$ cat src/logic/ccr_pkg.sv
/*
  Shared types and constants for the coherence collision resolver.
  Assumes a single agent clock domain and the outstanding table fed by the local agent.
*/
package ccr_pkg;

  // Fixed sizes of the agent
  localparam int CCR_GRAN_W = 29;
  localparam int CCR_SRC_W = 8;
  localparam int CCR_OUT_N = 4;
  localparam int CCR_IDX_W = 2;

  // Values after reset
  localparam logic [CCR_OUT_N-1:0] CCR_VALID_RST = 4'h0;
  localparam logic [CCR_GRAN_W-1:0] CCR_ADDR_RST = 29'h0000000;
  localparam logic [CCR_SRC_W-1:0] CCR_SRC_RST = 8'h00;

  // Coherence transaction types
  typedef enum logic [4:0] {
    CCR_READ_HOME,
    CCR_IREAD_HOME,
    CCR_READ_OWNER,
    CCR_READ_TO_OWN_HOME,
    CCR_READ_TO_OWN_OWNER,
    CCR_DKILL_HOME,
    CCR_DKILL_SHARER,
    CCR_CASTOUT,
    CCR_TLBIE,
    CCR_TLBSYNC,
    CCR_IKILL_HOME,
    CCR_IKILL_SHARER,
    CCR_FLUSH,
    CCR_IO_READ_HOME,
    CCR_IO_READ_OWNER
  } ccr_ttype_t;

  // Resolution handed back for an incoming request
  typedef enum logic [1:0] {
    CCR_RES_DONE,
    CCR_RES_RETRY,
    CCR_RES_ERROR,
    CCR_RES_PASS
  } ccr_res_t;

  // Internal action chosen by the collision lookup
  typedef enum logic [2:0] {
    CCR_ACT_PASS,
    CCR_ACT_ERROR,
    CCR_ACT_RETRY,
    CCR_ACT_FWD_DONE,
    CCR_ACT_DIR_DONE,
    CCR_ACT_FWD_KILL
  } ccr_act_t;

  // Incoming request from a remote processing element
  typedef struct packed {
    ccr_ttype_t typ;
    logic [CCR_GRAN_W-1:0] addr;
    logic [CCR_SRC_W-1:0] src;
  } ccr_req_t;

  // Answer toward the requestor
  typedef struct packed {
    ccr_res_t code;
    logic [CCR_SRC_W-1:0] dst;
  } ccr_rsp_t;

endpackage

$ cat src/logic/ccr_resolver.sv
/*
  Address-collision resolver: checks each incoming coherence request against the
  locally outstanding requests and answers, forwards or multicasts accordingly.
  Assumes the local agent loads and frees table entries, and that the processor
  and multicast paths acknowledge with one-cycle strobes; directory updates are not acknowledged.
*/
`timescale 1ns/1ps

// Functional notes
// - IREAD_HOME outstanding: home-type hits answer ERROR
// - IREAD_HOME outstanding: owner/sharer hits forward, DONE
// - TLBIE/TLBSYNC hitting IREAD_HOME or READ_OWNER: forward to processor, then DONE
// - READ_OWNER outstanding: home-type hits answer RETRY
// - READ_OWNER outstanding: owner/sharer hits answer ERROR
// - READ_OWNER outstanding: CASTOUT updates directory, DONE
// - READ_OWNER outstanding: IKILL_HOME forwards, multicasts IKILL_SHARER
module ccr_resolver
  import ccr_pkg::*;
(
  input wire logic mclk_i,
  input wire logic nrst_i,
  input wire logic alloc_i,
  input wire logic [CCR_IDX_W-1:0] alloc_idx_i,
  input wire ccr_ttype_t alloc_typ_i,
  input wire logic [CCR_GRAN_W-1:0] alloc_addr_i,
  input wire logic free_i,
  input wire logic [CCR_IDX_W-1:0] free_idx_i,
  input wire logic in_valid_i,
  input wire ccr_req_t in_req_i,
  output logic in_ready_o,
  output logic rsp_valid_o,
  output ccr_rsp_t rsp_o,
  input wire logic rsp_ready_i,
  output logic fwd_valid_o,
  output ccr_req_t fwd_o,
  input wire logic fwd_ack_i,
  output logic dir_upd_o,
  output logic [CCR_GRAN_W-1:0] dir_addr_o,
  output logic kill_valid_o,
  output logic [CCR_SRC_W-1:0] kill_excl_o,
  input wire logic kill_ack_i
);

  typedef enum logic [1:0] {S_IDLE, S_FWD, S_KILL, S_RSP} ccr_state_t;

  ccr_state_t state_reg;
  logic [CCR_OUT_N-1:0] valid_reg;
  ccr_ttype_t otyp_reg [CCR_OUT_N];
  logic [CCR_GRAN_W-1:0] oaddr_reg [CCR_OUT_N];
  ccr_req_t cap_reg;
  ccr_act_t act_reg;
  ccr_res_t code_reg;
  logic dir_upd_reg;
  logic [CCR_OUT_N-1:0] hit;
  ccr_ttype_t hit_typ;
  logic any_hit;
  ccr_act_t act_next;
  logic take;

  ////////////////////////////////////////////////////////////////////////////
  // Resolution for one outstanding/incoming pair; other outstanding types
  // are left to their own resolvers, so they pass through untouched.
  function automatic ccr_act_t resolve(input ccr_ttype_t otyp, input ccr_ttype_t ityp);
    ccr_act_t a;
    a = CCR_ACT_PASS;
    if (ityp == CCR_TLBIE || ityp == CCR_TLBSYNC) begin
      if (otyp == CCR_IREAD_HOME || otyp == CCR_READ_OWNER) begin
        a = CCR_ACT_FWD_DONE;
      end
    end else if (otyp == CCR_IREAD_HOME) begin
      case (ityp)
        CCR_READ_OWNER, CCR_READ_TO_OWN_OWNER, CCR_DKILL_SHARER,
        CCR_IKILL_SHARER, CCR_IO_READ_OWNER: a = CCR_ACT_FWD_DONE;
        default: a = CCR_ACT_ERROR;
      endcase
    end else if (otyp == CCR_READ_OWNER) begin
      case (ityp)
        CCR_CASTOUT: a = CCR_ACT_DIR_DONE;
        CCR_IKILL_HOME: a = CCR_ACT_FWD_KILL;
        CCR_READ_OWNER, CCR_READ_TO_OWN_OWNER, CCR_DKILL_SHARER,
        CCR_IKILL_SHARER, CCR_IO_READ_OWNER: a = CCR_ACT_ERROR;
        default: a = CCR_ACT_RETRY;
      endcase
    end
    return a;
  endfunction

  ////////////////////////////////////////////////////////////////////////////
  // Outstanding table, one compare per entry
  genvar g;
  generate
    for (g = 0; g < CCR_OUT_N; g++) begin : g_ent
      // Allocation wins over a free of the same entry in one cycle
      always_ff @(posedge mclk_i or negedge nrst_i) begin
        if (!nrst_i) begin
          valid_reg[g] <= CCR_VALID_RST[g];
          otyp_reg[g] <= CCR_READ_HOME;
          oaddr_reg[g] <= CCR_ADDR_RST;
        end else if (alloc_i && alloc_idx_i == CCR_IDX_W'(g)) begin
          valid_reg[g] <= 1'b1;
          otyp_reg[g] <= alloc_typ_i;
          oaddr_reg[g] <= alloc_addr_i;
        end else if (free_i && free_idx_i == CCR_IDX_W'(g)) begin
          valid_reg[g] <= 1'b0;
        end
      end
      assign hit[g] = valid_reg[g] && oaddr_reg[g] == in_req_i.addr;
    end
  endgenerate

  // Lowest hit entry selects the resolution
  always_comb begin
    hit_typ = CCR_READ_HOME;
    any_hit = 1'b0;
    for (int i = CCR_OUT_N - 1; i >= 0; i--) begin
      if (hit[i]) begin
        hit_typ = otyp_reg[i];
        any_hit = 1'b1;
      end
    end
    act_next = any_hit ? resolve(hit_typ, in_req_i.typ) : CCR_ACT_PASS;
  end

  assign in_ready_o = state_reg == S_IDLE;
  assign take = in_valid_i && in_ready_o;

  ////////////////////////////////////////////////////////////////////////////
  // Sequencer: forward first, then multicast without an answer (CCR_ACT_FWD_KILL) or answer
  always_ff @(posedge mclk_i or negedge nrst_i) begin
    if (!nrst_i) begin
      state_reg <= S_IDLE;
    end else begin
      case (state_reg)
        S_IDLE: begin
          if (take) begin
            case (act_next)
              CCR_ACT_FWD_DONE, CCR_ACT_FWD_KILL: state_reg <= S_FWD;
              default: state_reg <= S_RSP;
            endcase
          end
        end
        S_FWD: begin
          if (fwd_ack_i) begin
            state_reg <= (act_reg == CCR_ACT_FWD_KILL) ? S_KILL : S_RSP;
          end
        end
        S_KILL: begin
          if (kill_ack_i) begin
            state_reg <= S_IDLE;
          end
        end
        S_RSP: begin
          if (rsp_ready_i) begin
            state_reg <= S_IDLE;
          end
        end
        default: state_reg <= S_IDLE;
      endcase
    end
  end

  // Captured request and chosen action
  always_ff @(posedge mclk_i or negedge nrst_i) begin
    if (!nrst_i) begin
      cap_reg <= '{typ: CCR_READ_HOME, addr: CCR_ADDR_RST, src: CCR_SRC_RST};
      act_reg <= CCR_ACT_PASS;
    end else if (take) begin
      cap_reg <= in_req_i;
      act_reg <= act_next;
    end
  end

  // Answer code, fixed at acceptance
  always_ff @(posedge mclk_i or negedge nrst_i) begin
    if (!nrst_i) begin
      code_reg <= CCR_RES_PASS;
    end else if (take) begin
      case (act_next)
        CCR_ACT_ERROR: code_reg <= CCR_RES_ERROR;
        CCR_ACT_RETRY: code_reg <= CCR_RES_RETRY;
        CCR_ACT_PASS: code_reg <= CCR_RES_PASS;
        default: code_reg <= CCR_RES_DONE;
      endcase
    end
  end

  // Directory update pulse; castout needs no processor round trip
  always_ff @(posedge mclk_i or negedge nrst_i) begin
    if (!nrst_i) begin
      dir_upd_reg <= 1'b0;
    end else begin
      dir_upd_reg <= take && act_next == CCR_ACT_DIR_DONE;
    end
  end

  assign dir_upd_o = dir_upd_reg;
  assign dir_addr_o = cap_reg.addr;
  assign fwd_valid_o = state_reg == S_FWD;
  assign fwd_o = cap_reg;
  assign kill_valid_o = state_reg == S_KILL;
  assign kill_excl_o = cap_reg.src; // Requestor is left out of the multicast
  assign rsp_valid_o = state_reg == S_RSP;
  assign rsp_o = '{code: code_reg, dst: cap_reg.src};
endmodule

$ cat config.mk
export PLATFORM = sky130hd
export DESIGN_NAME = ccr_resolver
export DESIGN_NICKNAME = d
export VERILOG_FILES = /design/src/logic/ccr_pkg.sv /design/src/logic/ccr_resolver.sv
export SDC_FILE = /design/constraint.sdc
export NUM_CORES = 1
export LEC_CHECK = 0
export ABC_CLOCK_PERIOD_IN_PS = 2700
export BUFFER_PORTS_ARGS = -buffer_cell sky130_fd_sc_hd__buf_2
export CAP_MARGIN = 40
export CORE_AREA = 2 2 142 144
export CTS_BUF_LIST = sky130_fd_sc_hd__clkbuf_16
export CTS_CLUSTER_DIAMETER = 50
export CTS_CLUSTER_SIZE = 20
export DETAILED_ROUTE_END_ITERATION = 10
export DIE_AREA = 0 0 144 146
export GPL_TIMING_DRIVEN = 0
export PLACE_DENSITY = 0.76
export SETUP_SLACK_MARGIN = 0.2
export SKIP_LAST_GASP = 1
export SYNTH_ARGS = -nofsm -noshare
export SYNTH_HDL_FRONTEND = slang
export SYNTH_SLANG_ARGS = --single-unit
$ cat constraint.sdc
create_clock -name mclk_i -period 2.7 [get_ports mclk_i]
set_input_delay 0.135 -clock mclk_i [delete_from_list [all_inputs] [get_ports mclk_i]]
set_output_delay 0.135 -clock mclk_i [all_outputs]
set_load 0.01 [all_outputs]
# [Word level (Yosys, flattened, before mapping)]
# Cells that the tools add are included.
[word_totals] reg_bits=190 in_bits=88 out_inout_bits=94 wordCells=111
[classes] n_eq_ne=34 mux=31 n_reduce_logical=27
[op_table] op="29-bit == test" n=4
[op_table] op="5-bit by 4-bit == test with 1-bit output, second input constant" n=5
[op_table] op="5-bit 2-to-1 mux" n=4
[op_table] op="5-bit by 3-bit == test with 1-bit output, second input constant" n=3
[op_table] op="1-bit logical AND" n=14
[op_table] op="2-bit 2-to-1 mux" n=7
[op_table] op="1-bit 2-to-1 mux" n=13
[op_table] op="2-bit == test, second input constant" n=6
[op_table] op="3-bit 2-to-1 mux" n=4
[op_table] op="5-bit by 2-bit == test with 1-bit output, second input constant" n=2
[op_table] op="3-bit == test, second input constant" n=3
[op_table] op="3-bit one-hot mux with 3 select lines" n=1
[op_table] op="2-bit by 1-bit != test with 1-bit output, second input constant" n=4
[op_table] op="2-bit one-hot mux with 4 select lines" n=1
[op_table] op="2-bit nonzero test" n=4
[op_table] op="2-bit by 1-bit == test with 1-bit output, second input constant" n=3
[op_table] op="3-bit by 2-bit == test with 1-bit output, second input constant" n=2
[op_table] op="2-bit zero test" n=3
[op_table] op="2-bit one-hot mux with 3 select lines" n=1
[op_table] op="5-bit by 1-bit == test with 1-bit output, second input constant" n=1
[op_table] op="5-bit OR reduction" n=1
[op_table] op="4-bit AND reduction" n=1
[op_table] op="3-bit by 1-bit == test with 1-bit output, second input constant" n=1
[op_table] op="3-bit zero test" n=1
[op_table] op="other kinds (2)" n=3

# [Longest topological paths before layout]
[depth] word_depth=16 depth_mapped=11 mapped_depth_nobuf=10

# [Least setup slack after synthesis]
# OpenSTA, ideal clock, no wires.
[synth_path] path_kind="register to register" startpoint="register oaddr_reg[26] in the netlist's numbering" endpoint="register state_reg[1]" setup_ns=0.142 arrival_time_ns=2.536 t_required_ns=2.558 setup_slack_ns=0.022 stages_incl_launch_ff=11 n_path_buf=0 period_less_slack_ns=2.678 cell_sequence="dfrtp_1 xnor2_1 nand4_1 or4_4 a2111oi_1 a311o_1 a41o_1 a211oi_1 o41ai_2 a21o_1 a31oi_1"
[synth_via] elab_chain_cells=16 elab_cells_between_ends=24 cone_classes="5 x eq/ne; 16 x mux; 3 x reduce/logical"
[synth_rtl] element="start, declared" line="ccr_resolver.sv:49" source="logic [CCR_GRAN_W-1:0] oaddr_reg [CCR_OUT_N];"
[synth_rtl] element="start signal, assigned by index" line="ccr_resolver.sv:102" source="oaddr_reg[g] <= alloc_addr_i;"
[synth_rtl] element="29-bit == test *" line="ccr_resolver.sv:107" source="assign hit[g] = valid_reg[g] && oaddr_reg[g] == in_req_i.addr;"
[synth_rtl] element="1-bit logical AND *" line="ccr_resolver.sv:107"
[synth_rtl] element="5-bit 2-to-1 mux (4 in series)" line="ccr_resolver.sv:116" source="if (hit[i]) begin"
[synth_rtl] element="5-bit by 2-bit == test with 1-bit output or 5-bit by 1-bit == test with 1-bit output (tied branches)" line="ccr_resolver.sv:67, ccr_resolver.sv:76, ccr_resolver.sv:70"
[synth_rtl] element="3-bit 2-to-1 mux or 1-bit logical OR (tied branches)" line="ccr_resolver.sv:76, ccr_resolver.sv:67"
[synth_rtl] element="3-bit 2-to-1 mux or 2-bit 2-to-1 mux (tied branches)" line="ccr_resolver.sv:70, ccr_resolver.sv:67"
[synth_rtl] element="3-bit 2-to-1 mux" line="ccr_resolver.sv:66" source="if (ityp == CCR_TLBIE || ityp == CCR_TLBSYNC) begin"
[synth_rtl] element="3-bit 2-to-1 mux *" line="ccr_resolver.sv:121" source="act_next = any_hit ? resolve(hit_typ, in_req_i.typ) : CCR_ACT_PASS;"
[synth_rtl] element="3-bit by 2-bit == test with 1-bit output or 3-bit == test (tied branches)" line="ccr_resolver.sv:136" source="case (act_next)"
[synth_rtl] element="2-bit OR reduction *" line="ccr_resolver.sv:136"
[synth_rtl] element="2-bit 2-to-1 mux *" line="ccr_resolver.sv:136"
[synth_rtl] element="2-bit 2-to-1 mux *" line="ccr_resolver.sv:135" source="if (take) begin"
[synth_rtl] element="2-bit one-hot mux with 4 select lines *" line="ccr_resolver.sv:133" source="case (state_reg)"
[synth_rtl] element="end signal, assigned" line="ccr_resolver.sv:144" source="state_reg <= (act_reg == CCR_ACT_FWD_KILL) ? S_KILL : S_RSP;"
[synth_rtl] element="end, declared" line="ccr_resolver.sv:46" source="ccr_state_t state_reg;"
# Mark *: on every way between the ends. The rest lies on a longest branch, timed or not. The select of a mux whose other input is x is not followed.
# A chain may end at the register's enable or synchronous reset.

# [Worst setup path in the final report]
[layout_path] startpoint="register oaddr_reg[85] in the netlist's numbering" endpoint="register state_reg[1]"
[layout_via] elab_chain_cells=14 elab_cells_between_ends=20 cone_classes="5 x eq/ne; 12 x mux; 3 x reduce/logical"
[layout_rtl] element="29-bit == test *" line="ccr_resolver.sv:107"
[layout_rtl] element="1-bit logical AND *" line="ccr_resolver.sv:107"
[layout_rtl] element="5-bit 2-to-1 mux (2 in series)" line="ccr_resolver.sv:116"
[layout_rtl] element="5-bit by 2-bit == test with 1-bit output or 5-bit by 1-bit == test with 1-bit output (tied branches)" line="ccr_resolver.sv:67, ccr_resolver.sv:76, ccr_resolver.sv:70"
[layout_rtl] element="3-bit 2-to-1 mux or 1-bit logical OR (tied branches)" line="ccr_resolver.sv:76, ccr_resolver.sv:67"
[layout_rtl] element="3-bit 2-to-1 mux or 2-bit 2-to-1 mux (tied branches)" line="ccr_resolver.sv:70, ccr_resolver.sv:67"
[layout_rtl] element="3-bit 2-to-1 mux" line="ccr_resolver.sv:66"
[layout_rtl] element="3-bit 2-to-1 mux *" line="ccr_resolver.sv:121"
[layout_rtl] element="3-bit by 2-bit == test with 1-bit output or 3-bit == test (tied branches)" line="ccr_resolver.sv:136"
[layout_rtl] element="2-bit OR reduction *" line="ccr_resolver.sv:136"
[layout_rtl] element="2-bit 2-to-1 mux *" line="ccr_resolver.sv:136"
[layout_rtl] element="2-bit 2-to-1 mux *" line="ccr_resolver.sv:135"
[layout_rtl] element="2-bit one-hot mux with 4 select lines *" line="ccr_resolver.sv:133"
# Marked as above.

==> flow_metrics.tcl <==
set metrics [dict create \
    outcome "finished with violations" \
    violations "negative setup slack" \
    required_ns 3.05 \
    die_w_um 144 \
    drt_wl_total_mm 28.8 \
    grt_overflow_total 0 \
    async_flop_share_pct 100 \
    cpPeakStageDelay_ns 0.55 \
    yosysSeqAreaShare_pct 48.7 \
    reg2reg_slack_ns -0.35 \
    die_area_mm2 0.0210 \
    slew-limit-headroom_pct 43.2 \
    wire_per_inst_um 20.6 \
    cp_num_buf_inv 0 \
    p_clk_share_pct 25.4 \
    clock_tree.root_cell "clkbuf_16" \
    io_pins 182 \
    setup_viol 7 \
    grt_max_degree 101 \
    syn2layout_area_growth_pct 29.2 \
    min_period_over_period_pct 113 \
    powerDensity_mw_per_mm2 823 \
    postRouteAntennaNets 0 \
    worst-path-max-fanout 4 \
    timing.rr.start "oaddr_reg[85]" \
    hold_class "in2reg" \
    cts_tree "built" \
    ys_top_cells_by_area "dfrtp_1, mux2_2, xnor2_1, nand2_1, buf_4" \
    worst_pin_slew_ns 0.852 \
    holdWs_ns 0.00872 \
    core_area_mm2 0.0193 \
    rsz0062_at_grt "yes" \
    cts_sinks 190 \
    grt_pass1_vias 7861 \
    ir_worst_vdd_mv 0.484 \
    worst_slack_ns -0.350 \
    cp-start-kind "flip-flop" \
    endpoint_kind "flip-flop" \
    largest_reg_flops 116 \
    cts.clk_slew.worst_paths_ns 0.07 \
    worst_r2r_endpoint "state_reg[1]" \
    drc_errors 0 \
    final_common_cell "dfrtp_1" \
    cp_slowest_cell "or4_4" \
    switching_share_pct 35.0 \
    cts-buffers-inserted 17 \
    cts_buffer_depth 2 \
    drv_cap 0 \
    synth_area_per_cell_um2 11.1 \
    num_vias 7771 \
    syn_nets 971 \
    hpwl_mm 21.5 \
    synth-main-ff-cell "dfrtp_1" \
    drt_iter0_markers 657 \
    io_buffers 155 \
    r2r_cells 10 \
    power_mw 10.4 \
    cp_top_family "simple AND/OR/NAND/NOR gates" \
    rows 51 \
    grt_pass1_wl_mm 43.9 \
    min-delay-start "in_req_i[24]" \
    final_nets 1207 \
    synth_edf_count 0 \
    combPwrFrac_pct 34.6 \
    syn_area_mm2 0.00977 \
    start_util_pct 50.5 \
    p_seq_share_pct 40.1 \
    net-switching-power_mw 3.63 \
    synthDistinctLibCells 63 \
    cts_max_level 4 \
    period_minus_slack_ns 3.05 \
    final_layout_size_suffix_gt1_share_pct 43.0 \
    ys_ff_latch 190 \
    final_cell_mix "dfrtp_1, buf_2, nand2_1" \
    yosysWarnings 0 \
    worstHoldPathCells 3 \
    tns_ns -1.85 \
    p_leak_nw 5.73 \
    clock-skew-final_ns 0.0124 \
    drt-pass1-iter-count 5 \
    synth_largest_area_cell "dfrtp_1" \
    globalplace.congestion 1.02 \
    antenna_found_initial 1 \
    hold_end "dir_addr_o[16]" \
    internal_power_mw 6.75 \
    dieHeight_um 146 \
    routed_via_density 5.56 \
    grt_usage_pct 27.7 \
    n_antenna_cell 0 \
    max_freq_ghz 0.328 \
    hold_viol 0 \
    fillCellCount 1504 \
    syn_inst 883 \
    arrival_ns 3.40 \
    yosys.area.top_type_share_pct 48.2 \
    clkLatencyLatePin_ns 0.44 \
    crit_path_cell_trace "xnor2_2, nand4_1, or4_4, or3_4, a311oi_4, nor2b_1, o22ai_1, or2_1, a21o_1, a31oi_1" \
    slew_violations 0 \
    crit_type "reg2reg" \
]
-- per-stage QoR --
step	util, %	instances	worst slack (ns)	cell area [µm²]
2_1_floorplan	-	883	0.0242	9790
3_3_place_gp	56.3	1303	-1.57	10900
3_5_place_dp	56.5	1304	-0.568	10900
4_1_cts	64.9	1396	-0.256	12600
5_1_grt	65.3	1397	-0.421	12600
6_report	65.3	1397	-0.350	12600
-- cells in the mapped netlist (all sizes together) (3+ instances only) --
| master | number |
|---|---|
| nor2 | 17 |
| or4 | 6 |
| o31ai | 3 |
| buf | 74 |
| inv | 8 |
| dfrtp | 188 |
| mux2 | 137 |
| a2111oi | 3 |
| clkbuf | 21 |
| xor2 | 13 |
| a21oi | 6 |
| a21o | 3 |
| xnor2 | 100 |
| nand2b | 8 |
| nand3 | 11 |
| and2 | 4 |
| nor3 | 6 |
| o2111ai | 4 |
| and4 | 5 |
| nand3b | 3 |
| nand4 | 47 |
| nor4 | 17 |
| o21ai | 11 |
| nand2 | 143 |
| nor2b | 5 |
| or3 | 3 |
| and3 | 3 |
| a31oi | 5 |
| o211ai | 3 |
-- cell families (layout without fill, tap and decap cells) --
family                    after synthesis  count (layout)  share of synthesized area [%]
and+or+nand+nor                       288             288                           15.1
DFF                                   190             190                           48.7
muxes                                 138             138                           15.9
xor gates and xnor gates              113             113                           10.1
buffers and inverters                 103             352                           6.21
AOI/OAI and AO/OA                      51              51                           4.00
-- how the worst max path moves through the flow --
stage / to / slack (ns) / cells past startpoint / start
finish: state_reg[1] / -0.35 / 10 / oaddr_reg[85]
global placement: fwd_o[37] / -1.57 / 1 / nrst_i
global route: state_reg[1] / -0.42 / 10 / oaddr_reg[85]
floorplan: state_reg[1] / 0.02 / 10 / oaddr_reg[67]
CTS: state_reg[1] / -0.26 / 10 / oaddr_reg[21]
detailed placement: state_reg[1] / -0.57 / 10 / oaddr_reg[19]
-- what timing repair did --
| item | CTS | global route |
|---|---|---|
| hold buffers | 54 | 0 |
| setup endpoints to repair | 7 | 17 |
| setup buffers | 6 | 1 |
| gates resized for setup | 64 | 9 |
| pin swaps | 22 | 0 |
| endpoints found under the hold margin | 232 | 0 |
-- metal layers --
metal	wire length, µm	GRT usage (%)
met4	1030	11.9
met2	13900	45.7
met3	1960	4.61
met5	13	0
met1	11900	36.1
-- power groups by stage --
| stage | clock network (mW) | logic [mW] | registers (mW) |
|---|---|---|---|
| 2_1_floorplan | 0 | 1.99 | 4.17 |
| 4_1_cts | 2.66 | 3.55 | 4.15 |
| 5_1_grt | 2.78 | 3.88 | 4.25 |
| 6_report | 2.63 | 3.59 | 4.16 |
| 3_3_place_gp | 0 | 3.27 | 4.12 |
| 3_5_place_dp | 0 | 3.36 | 4.16 |
-- worst register-to-register path: stages (launching register included) --
cell	delay, ns
dfrtp_1	0.41
xnor2_2	0.28
nand4_1	0.18
or4_4	0.55
or3_4	0.39
a311oi_4	0.31
nor2b_1	0.17
o22ai_1	0.09
or2_1	0.24
a21o_1	0.19
a31oi_1	0.17
-- area by class of cell --
type | count | area [µm²] | area share (%)
sequential | 190 | 4760 | 37.7
clock inverter | 15 | 195 | 1.55
buffer | 95 | 578 | 4.58
tap | 265 | 332 | 2.63
inverter | 8 | 30.0 | 0.238
multi-input combinational | 590 | 4900 | 38.8
timing repair buffer | 217 | 1410 | 11.1
clock buffer | 17 | 425 | 3.37
Power figures use the tool's default switching activity.
